### config.mk
export PLATFORM = sky130hd
export DESIGN_NAME = adc_frontend_config_regs
export DESIGN_NICKNAME = d
export VERILOG_FILES = /design/src/verilog/frontend_cfg_pkg.sv /design/src/verilog/adc_frontend_config_regs.sv
export VERILOG_INCLUDE_DIRS = /design/src /design/src/verilog
export SDC_FILE = /design/constraint.sdc
export NUM_CORES = 1
export LEC_CHECK = 0
export ABC_AREA = 1
export BUFFER_PORTS_ARGS = -buffer_cell sky130_fd_sc_hd__buf_2
export CAP_MARGIN = 0
export CORE_ASPECT_RATIO = 0.6
export CORE_MARGIN = 2
export CORE_UTILIZATION = 49
export DETAILED_ROUTE_END_ITERATION = 12
export MAX_ROUTING_LAYER = met4
export PLACE_DENSITY = 0.83
export SETUP_SLACK_MARGIN = 0.5
export SLEW_MARGIN = 15
export SYNTH_ARGS = -nofsm -noshare
export SYNTH_HDL_FRONTEND = slang
export SYNTH_SLANG_ARGS = --single-unit
### constraint.sdc
create_clock -name clk -period 1.2 [get_ports clk]
set_input_delay 0.18 -clock clk [delete_from_list [all_inputs] [get_ports clk]]
set_output_delay 0.18 -clock clk [all_outputs]
set_load 0.1 [all_outputs]
### src/verilog/frontend_cfg_defines.svh
// Purpose: offsets, field positions and reset values of the front-end config bank
// Assumes: byte-wide registers reached by index on a plain port
// Notes:   definitions only
`ifndef FRONTEND_CFG_DEFINES_SVH
`define FRONTEND_CFG_DEFINES_SVH

`define ADDR_INPUT_ROUTE      4'h4
`define ADDR_FRONT_END        4'h5
`define ADDR_OPERATING_MODE   4'h6

`define RST_INPUT_ROUTE       8'h00
`define RST_FRONT_END         8'h00
`define RST_OPERATING_MODE    8'h00

// writable bits per register; everything else is reserved and reads zero
`define WMASK_INPUT_ROUTE     8'h03
`define WMASK_FRONT_END       8'h7b
`define WMASK_OPERATING_MODE  8'hbf

`define FE_REF_SPAN_BIT       6
`define FE_INP_SPAN_BIT       5
`define FE_MIDSUPPLY_BIT      4
`define FE_REF_PRECHG_BIT     3
`define FE_POS_PRECHG_BIT     1
`define FE_NEG_PRECHG_BIT     0

`define OM_EXT_SPAN_BIT       7
`define OM_PIN_FUNC_BIT       5
`define OM_START_HI_BIT       4
`define OM_START_LO_BIT       3
`define OM_SPEED_BIT          2
`define OM_STANDBY_BIT        1
`define OM_POWER_DOWN_BIT     0

`endif

### src/verilog/frontend_cfg_pkg.sv
// Purpose: types shared by the front-end config bank
// Assumes: nothing beyond the defines header
// Notes:   codes follow the register encodings
`default_nettype none
package frontend_cfg_pkg;
    typedef enum logic [1:0] {
        ROUTE_NORMAL    = 2'h0,
        ROUTE_INVERTED  = 2'h1,
        ROUTE_MID_SHORT = 2'h2,
        ROUTE_CM_TEST   = 2'h3
    } input_route_t;

    typedef enum logic [1:0] {
        START_STOP_CTRL = 2'h0,
        ONE_SHOT_CTRL   = 2'h1,
        SYNC_CTRL       = 2'h2,
        START_RESERVED  = 2'h3
    } start_ctrl_t;
endpackage : frontend_cfg_pkg
`default_nettype wire
### src/verilog/adc_frontend_config_regs.sv
// Purpose: three configuration registers steering the converter front end
// Assumes: one clock, async active-low reset, one-cycle strobes
// Notes:   read data valid only in the cycle after the read strobe
//
// Summary of operation
// - input route register at 4h, upper bits zero
// - route code picks polarity or test shorts
// - front-end register at 5h, bits 7,2 zero
// - bit 6 picks low or high reference
// - high reference forces input span 1x
// - bit 5 picks 1x or 2x span
// - bit 4 enables mid-supply output pin
// - bit 3 enables reference precharge buffer
// - bit 1 enables positive input precharge
// - bit 0 enables negative input precharge
// - operating-mode register at 6h, bit 6 zero
// - start field selects start control mode
// - speed bit picks 25.6 or 3.2 MHz
// - standby bit enables auto power-down when stopped
// - power-down keeps only serial port, registers
`include "frontend_cfg_defines.svh"
`default_nettype none
module adc_frontend_config_regs #(
    parameter int unsigned REG_W = 8   // byte-wide bank; masks and decode assume eight bits
) (
    input  wire logic                         clk,
    input  wire logic                         rstn,
    input  wire logic [3:0]                   addr,
    input  wire logic [7:0]                   wdata,
    input  wire logic                         wr_en,
    input  wire logic                         rd_en,
    output logic      [7:0]                   rdata,
    input  wire logic                         conversions_active,
    output frontend_cfg_pkg::input_route_t    input_route_field,
    output logic                              normal_polarity,
    output logic                              inverted_polarity,
    output logic                              input_pins_disconnect,
    output logic                              inputs_to_midsupply,
    output logic                              inputs_to_positive_pin,
    output logic                              reference_span_select,
    output logic                              input_span_select,
    output logic                              midsupply_output_enable,
    output logic                              pos_reference_precharge_en,
    output logic                              pos_input_precharge_en,
    output logic                              neg_input_precharge_en,
    output logic                              extended_span_select,
    output logic                              output_pin_function,
    output frontend_cfg_pkg::start_ctrl_t     start_mode,
    output logic                              start_stop_mode,
    output logic                              one_shot_mode,
    output logic                              synced_mode,
    output logic                              low_speed_select,
    output logic                              auto_standby_select,
    output logic                              power_down_bit,
    output logic                              analog_powered
);
    import frontend_cfg_pkg::*;

    // masks and field positions are fixed for a byte, so refuse any other width
    if (REG_W != 8) begin : g_width_check
        $error("register width must be eight bits");
    end

    logic [7:0] route_q,  route_d;
    logic [7:0] fe_q,     fe_d;
    logic [7:0] mode_q,   mode_d;
    logic [7:0] rdata_q,  rdata_d;
    logic       analog_on_q, analog_on_d;

    // register writes; reserved positions masked off so they stay zero
    always_comb begin
        route_d = route_q;
        fe_d    = fe_q;
        mode_d  = mode_q;
        if (wr_en) begin
            unique case (addr)
                `ADDR_INPUT_ROUTE:    route_d = wdata & `WMASK_INPUT_ROUTE;
                `ADDR_FRONT_END:      fe_d    = wdata & `WMASK_FRONT_END;
                `ADDR_OPERATING_MODE: mode_d  = wdata & `WMASK_OPERATING_MODE;
                default: ;
            endcase
        end
    end

    // read mux; unmapped addresses answer zero
    always_comb begin
        rdata_d = 8'h00;
        if (rd_en) begin
            unique case (addr)
                `ADDR_INPUT_ROUTE:    rdata_d = route_q;
                `ADDR_FRONT_END:      rdata_d = fe_q;
                `ADDR_OPERATING_MODE: rdata_d = mode_q;
                default:              rdata_d = 8'h00;
            endcase
        end
    end

    // analog power state: power-down wins, standby drops power only while stopped
    always_comb begin
        analog_on_d = 1'b1;
        if (mode_q[`OM_POWER_DOWN_BIT]) begin
            analog_on_d = 1'b0;
        end else if (mode_q[`OM_STANDBY_BIT] && !conversions_active) begin
            analog_on_d = 1'b0;
        end
    end

    // state registers
    always_ff @(posedge clk or negedge rstn) begin
        if (!rstn) begin
            route_q     <= `RST_INPUT_ROUTE;
            fe_q        <= `RST_FRONT_END;
            mode_q      <= `RST_OPERATING_MODE;
            rdata_q     <= 8'h00;
            analog_on_q <= 1'b1;
        end else begin
            route_q     <= route_d;
            fe_q        <= fe_d;
            mode_q      <= mode_d;
            rdata_q     <= rdata_d;
            analog_on_q <= analog_on_d;
        end
    end

    assign rdata = rdata_q;

    // input routing decode
    assign input_route_field      = input_route_t'(route_q[1:0]);
    assign normal_polarity        = (route_q[1:0] == ROUTE_NORMAL);
    assign inverted_polarity      = (route_q[1:0] == ROUTE_INVERTED);
    assign input_pins_disconnect  = (route_q[1:0] == ROUTE_MID_SHORT);
    assign inputs_to_midsupply    = (route_q[1:0] == ROUTE_MID_SHORT);
    assign inputs_to_positive_pin = (route_q[1:0] == ROUTE_CM_TEST);

    // front-end controls; the stored span bit reads back unchanged even when overridden
    assign reference_span_select      = fe_q[`FE_REF_SPAN_BIT];
    assign input_span_select          = fe_q[`FE_INP_SPAN_BIT]
                                        & ~fe_q[`FE_REF_SPAN_BIT];
    assign midsupply_output_enable    = fe_q[`FE_MIDSUPPLY_BIT];
    assign pos_reference_precharge_en = fe_q[`FE_REF_PRECHG_BIT];
    assign pos_input_precharge_en     = fe_q[`FE_POS_PRECHG_BIT];
    assign neg_input_precharge_en     = fe_q[`FE_NEG_PRECHG_BIT];

    // operating mode; reserved start code drives none of the mode strobes
    assign extended_span_select = mode_q[`OM_EXT_SPAN_BIT];
    assign output_pin_function  = mode_q[`OM_PIN_FUNC_BIT];
    assign start_mode           = start_ctrl_t'(mode_q[`OM_START_HI_BIT:`OM_START_LO_BIT]);
    assign start_stop_mode      = (start_mode == START_STOP_CTRL);
    assign one_shot_mode        = (start_mode == ONE_SHOT_CTRL);
    assign synced_mode          = (start_mode == SYNC_CTRL);
    assign low_speed_select     = mode_q[`OM_SPEED_BIT];
    assign auto_standby_select  = mode_q[`OM_STANDBY_BIT];
    assign power_down_bit       = mode_q[`OM_POWER_DOWN_BIT];
    assign analog_powered       = analog_on_q;
endmodule : adc_frontend_config_regs
`default_nettype wire

==> impl_metrics.tcl, run 1 <==
set metrics [dict create \
    status "stopped before the end" \
    lastStage "clock tree synthesis (4_1_cts)" \
    tool.error "[ERROR DPL-0038] Utilization greater than 100%, impossible to legalize" \
    synth_compound_area_share_pct 4.09 \
    avgSynthCellArea_um2 8.68 \
    io_buffers 48 \
    start_util_pct 51.3 \
    cts_max_path_buffers 2 \
    place_hpwl_um 3500 \
    synth_largest_area_cell "dfrtp_1" \
    cts_resized 87 \
    rows 13 \
    synthMuxAreaShare_pct 0 \
    netlist_top_cells_area "dfrtp_1, nand2_1, nand3_1" \
    ios 49 \
    syn_area_mm2 0.00110 \
    synth_cells 127 \
    gp_congestion 0.788 \
    yosysWarnings 0 \
    post-cts-setup-buffer-count 25 \
    yosysTopAreaCellShare_pct 52.2 \
    clock-root-buffer "clkbuf_8" \
    ys_seq_elements 24 \
    synth_top_family_by_area "simple AND/OR/NAND/NOR gates" \
    syn-num-nets 144 \
    htreeDepth 1 \
    yosys.area_share.simple_pct 33.4 \
    synth-xor-area-share_pct 0 \
    synth.distinct_cells 17 \
    cts_sinks 24 \
    fp.dieW_um 65.2 \
    yosysSeqAreaShare_pct 54.6 \
    yosys.area_share.adder_pct 0 \
    die_h_um 40.7 \
    cts-buffers-inserted 3 \
]
[synthesized netlist by cell type]
cell type and instances:
nor2_1 11, dfrtp_1 23, o21ai_1 2, nand3_1 11, inv_1 12, a21oi_1 4
nor2_4 3, nor2_2 1, inv_2 3, nor2_8 2, buf_4 1, nand2_1 45
o21ai_0 3, nand2_4 2, inv_4 2, dfstp_2 1, buf_6 1
[cell families after synthesis]
logic type / count (synthesis)
buffers and inverters: 19
flip-flops: 24
AO/OA/AOI/OAI: 9
AND/OR/NAND/NOR: 75
[through the flow]
step / hold slack [ns] / util (%) / std cells / setup slack (ns) / area [um^2]
after floorplan: -0.116 / - / 127 / -0.478 / 1260
after global placement: 0.161 / 93.1 / 204 / 0.101 / 2000
after detailed placement: 0.185 / 93.1 / 204 / -0.0694 / 2000
==> run 2: changes to the inputs <==
--- a/config.mk
+++ b/config.mk
@@ -9,13 +9,10 @@
 export ABC_AREA = 1
 export BUFFER_PORTS_ARGS = -buffer_cell sky130_fd_sc_hd__buf_2
 export CAP_MARGIN = 0
-export CORE_ASPECT_RATIO = 0.6
-export CORE_MARGIN = 2
-export CORE_UTILIZATION = 49
+export CORE_AREA = 2 2 63 65
 export DETAILED_ROUTE_END_ITERATION = 12
-export MAX_ROUTING_LAYER = met4
-export PLACE_DENSITY = 0.83
-export SETUP_SLACK_MARGIN = 0.5
+export DIE_AREA = 0 0 65 67
+export PLACE_DENSITY_LB_ADDON = 0.15
 export SLEW_MARGIN = 15
 export SYNTH_ARGS = -nofsm -noshare
 export SYNTH_HDL_FRONTEND = slang
==> impl_metrics.tcl, run 2 <==
set metrics [dict create \
    cts_sinks 24 \
    first_iter_violations 34 \
    die_h_um 67 \
    post-route-min-period_ns 1.36 \
    yosysTopAreaCellShare_pct 52.2 \
    min_path_type "input pin to flip-flop" \
    largest_register_ffs 8 \
    period_share_pct 113 \
    max_slew_margin_pct 64.2 \
    setup_viol 14 \
    required_ns 1.02 \
    max_stage_delay_ns 0.53 \
    maxCapViolCount 0 \
    syn_area_mm2 0.00110 \
    tns_ns -1.41 \
    cts-buffers-inserted 3 \
    path_cells "nor2_4 -> buf_12" \
    start_kind "flip-flop" \
    cp.depth 2 \
    clock-root-buffer "clkbuf_8" \
    hold_violations 0 \
    start_util_pct 30.6 \
    worstMarginPinSlew_ns 0.536 \
    synth.distinct_cells 17 \
    ir_drop_mv 0.983 \
    avgSynthCellArea_um2 8.68 \
    p_per_area_mw_per_mm2 2180 \
    clkTransAtPathRegs_ns 0.09 \
    drv_slew 0 \
    synth_cells 127 \
    finClkSkew_ns 0.00232 \
    hold_path_depth 3 \
    cp-end-kind "output pin" \
    htreeDepth 1 \
    gp_congestion 0.716 \
    rsz0062_at_grt "true" \
    netlist_top_cells_area "dfrtp_1, nand2_1, nand3_1" \
    dpl.cell_count 223 \
    p_leak_uw 0.00102 \
    final_common_cell "nand2_1" \
    antenna_left 0 \
    antenna_found_initial 0 \
    synth_edf_count 0 \
    gr-total-overflow 0 \
    max_clock_freq_ghz 0.737 \
    yosysWarnings 0 \
    worst_skew_pair.late_latency_ns 0.26 \
    critPathTopFamily "flip-flops" \
    grt_pass1_wl_um 4650 \
    reg2regPathDepth 4 \
    place_hpwl_um 2200 \
    synth_most_common_cell "nand2_1" \
    path_class "flip-flop to output pin" \
    yosysSeqAreaShare_pct 54.6 \
    vias 979 \
    via_per_inst 4.17 \
    mostFrequentLayoutCells "nand2_1, buf_12, buf_2" \
    area_growth_pct 92.6 \
    core_area_mm2 0.00361 \
    crit_arrival_ns 1.18 \
    grt_use_total_pct 14.3 \
    cts_tree "done" \
    n_antenna_cell 0 \
    stdcell_count 235 \
    cts_max_path_buffers 2 \
    grt_pass1_vias 994 \
    die_area_mm2 0.00436 \
    cp_slowest_cell "dfrtp_4" \
    ys_seq_elements 24 \
    finalNetCount 205 \
    avgRoutedWirePerCell_um 11.6 \
    worst_slack_ns -0.157 \
    synth_commonest_cells "nand2_1, dfrtp_1, inv_1, nand3_1, nor2_1" \
    drc 0 \
    drt-total-wl_um 2730 \
    grt_max_degree 25 \
    synth_largest_area_cell "dfrtp_1" \
    ios 49 \
    crit_buf_inv 1 \
    dr.pass1.iters 4 \
    synth_ff_type "dfrtp_1" \
    syn-num-nets 144 \
    io_buffers 48 \
    path_max_fanout 6 \
    fp.dieW_um 65 \
    nFillCells 306 \
    drive_above_1_share_pct 52.9 \
    rows 22 \
    violations "setup timing" \
    status "finished with violations" \
    synth_async_sr_flop_share_pct 100 \
]
==> run 2: cell counts after synthesis <==
No cell type changed its count.
==> run 2: worst paths after layout <==
kind / startpoint / to / slack, ns
setup reg to reg: mode_q[4] / rdata[4] / 0.18
max in group asynchronous: rstn / fe_q[6] / 0.37
hold reg to reg: mode_q[0] / analog_powered / 0.47
hold / removal: conversions_active / analog_powered / 0.10
setup / recovery: route_q[0] / inputs_to_midsupply / -0.16
min in group asynchronous: rstn / rdata[1] / 0.42
==> run 2: repair_timing <==
| item | 4_1_cts | 5_1_grt |
|---|---|---|
| gates resized for setup | 3 | 1 |
| hold buffers | 1 | 0 |
| gates cloned | 0 | 0 |
| buffers inserted | 5 | 2 |
| hold endpoints to repair | 23 | 0 |
| pin swaps | 3 | 2 |
| setup endpoints to repair | 11 | 13 |
==> run 2: cell type report <==
type                            count  area, um^2  share of cell area, %
Sequential cell                    24         629                   29.6
Clock buffer                        3        41.3                   1.94
Clock inverter                      1        30.0                   1.41
Multi-Input combinational cell     84         463                   21.8
Tap cell                           48        60.1                   2.83
Inverter                           17        77.6                   3.65
Timing Repair Buffer               58         822                   38.7
==> run 2: logic make-up after synthesis <==
group / after synthesis / synth area share (%)
buffers and inverters: 19 / 7.95
AO/OA/AOI/OAI: 9 / 4.09
flip-flops: 24 / 54.6
AND/OR/NAND/NOR: 75 / 33.4
==> run 2: worst min-delay path: cells and delay by family <==
family | cells | cell delay [ns]
AO/OA/AOI/OAI | 1 | 0.05
buffers and inverters | 2 | 0.13
==> run 2: metrics by stage <==
| step | utilization [%] | hold slack [ns] | worst slack, ns | power (uW) | area [um^2] |
|---|---|---|---|---|---|
| 6_report | 58.9 | 0.102 | -0.157 | 4630 | 2120 |
| 5_1_grt | 58.9 | 0.0997 | -0.195 | 4780 | 2120 |
| 4_1_cts | 58.0 | 0.0920 | -0.169 | 4620 | 2090 |
| 3_5_place_dp | 54.4 | 0.192 | 0.0574 | 3830 | 1960 |
| 3_3_place_gp | 54.4 | 0.181 | 0.0699 | 3800 | 1960 |
| 2_1_floorplan | - | -0.116 | -0.501 | 2830 | 1200 |
==> run 2: metal layers <==
layer,track usage [%],wire length [um]
met2,25.5,1470
met3,1.52,111
met1,16.7,1110
met5,0,0
met4,7.98,41
==> run 2: power breakdown <==
| part | switching, uW | total, uW | leakage, uW | internal [uW] |
|---|---|---|---|---|
| Combinational | 1770 | 2730 | 0.000695 | 960 |
| Clock | 262 | 708 | 0.0000357 | 446 |
| Sequential | 210 | 1180 | 0.000294 | 974 |
(Power assumes the default switching activity.)
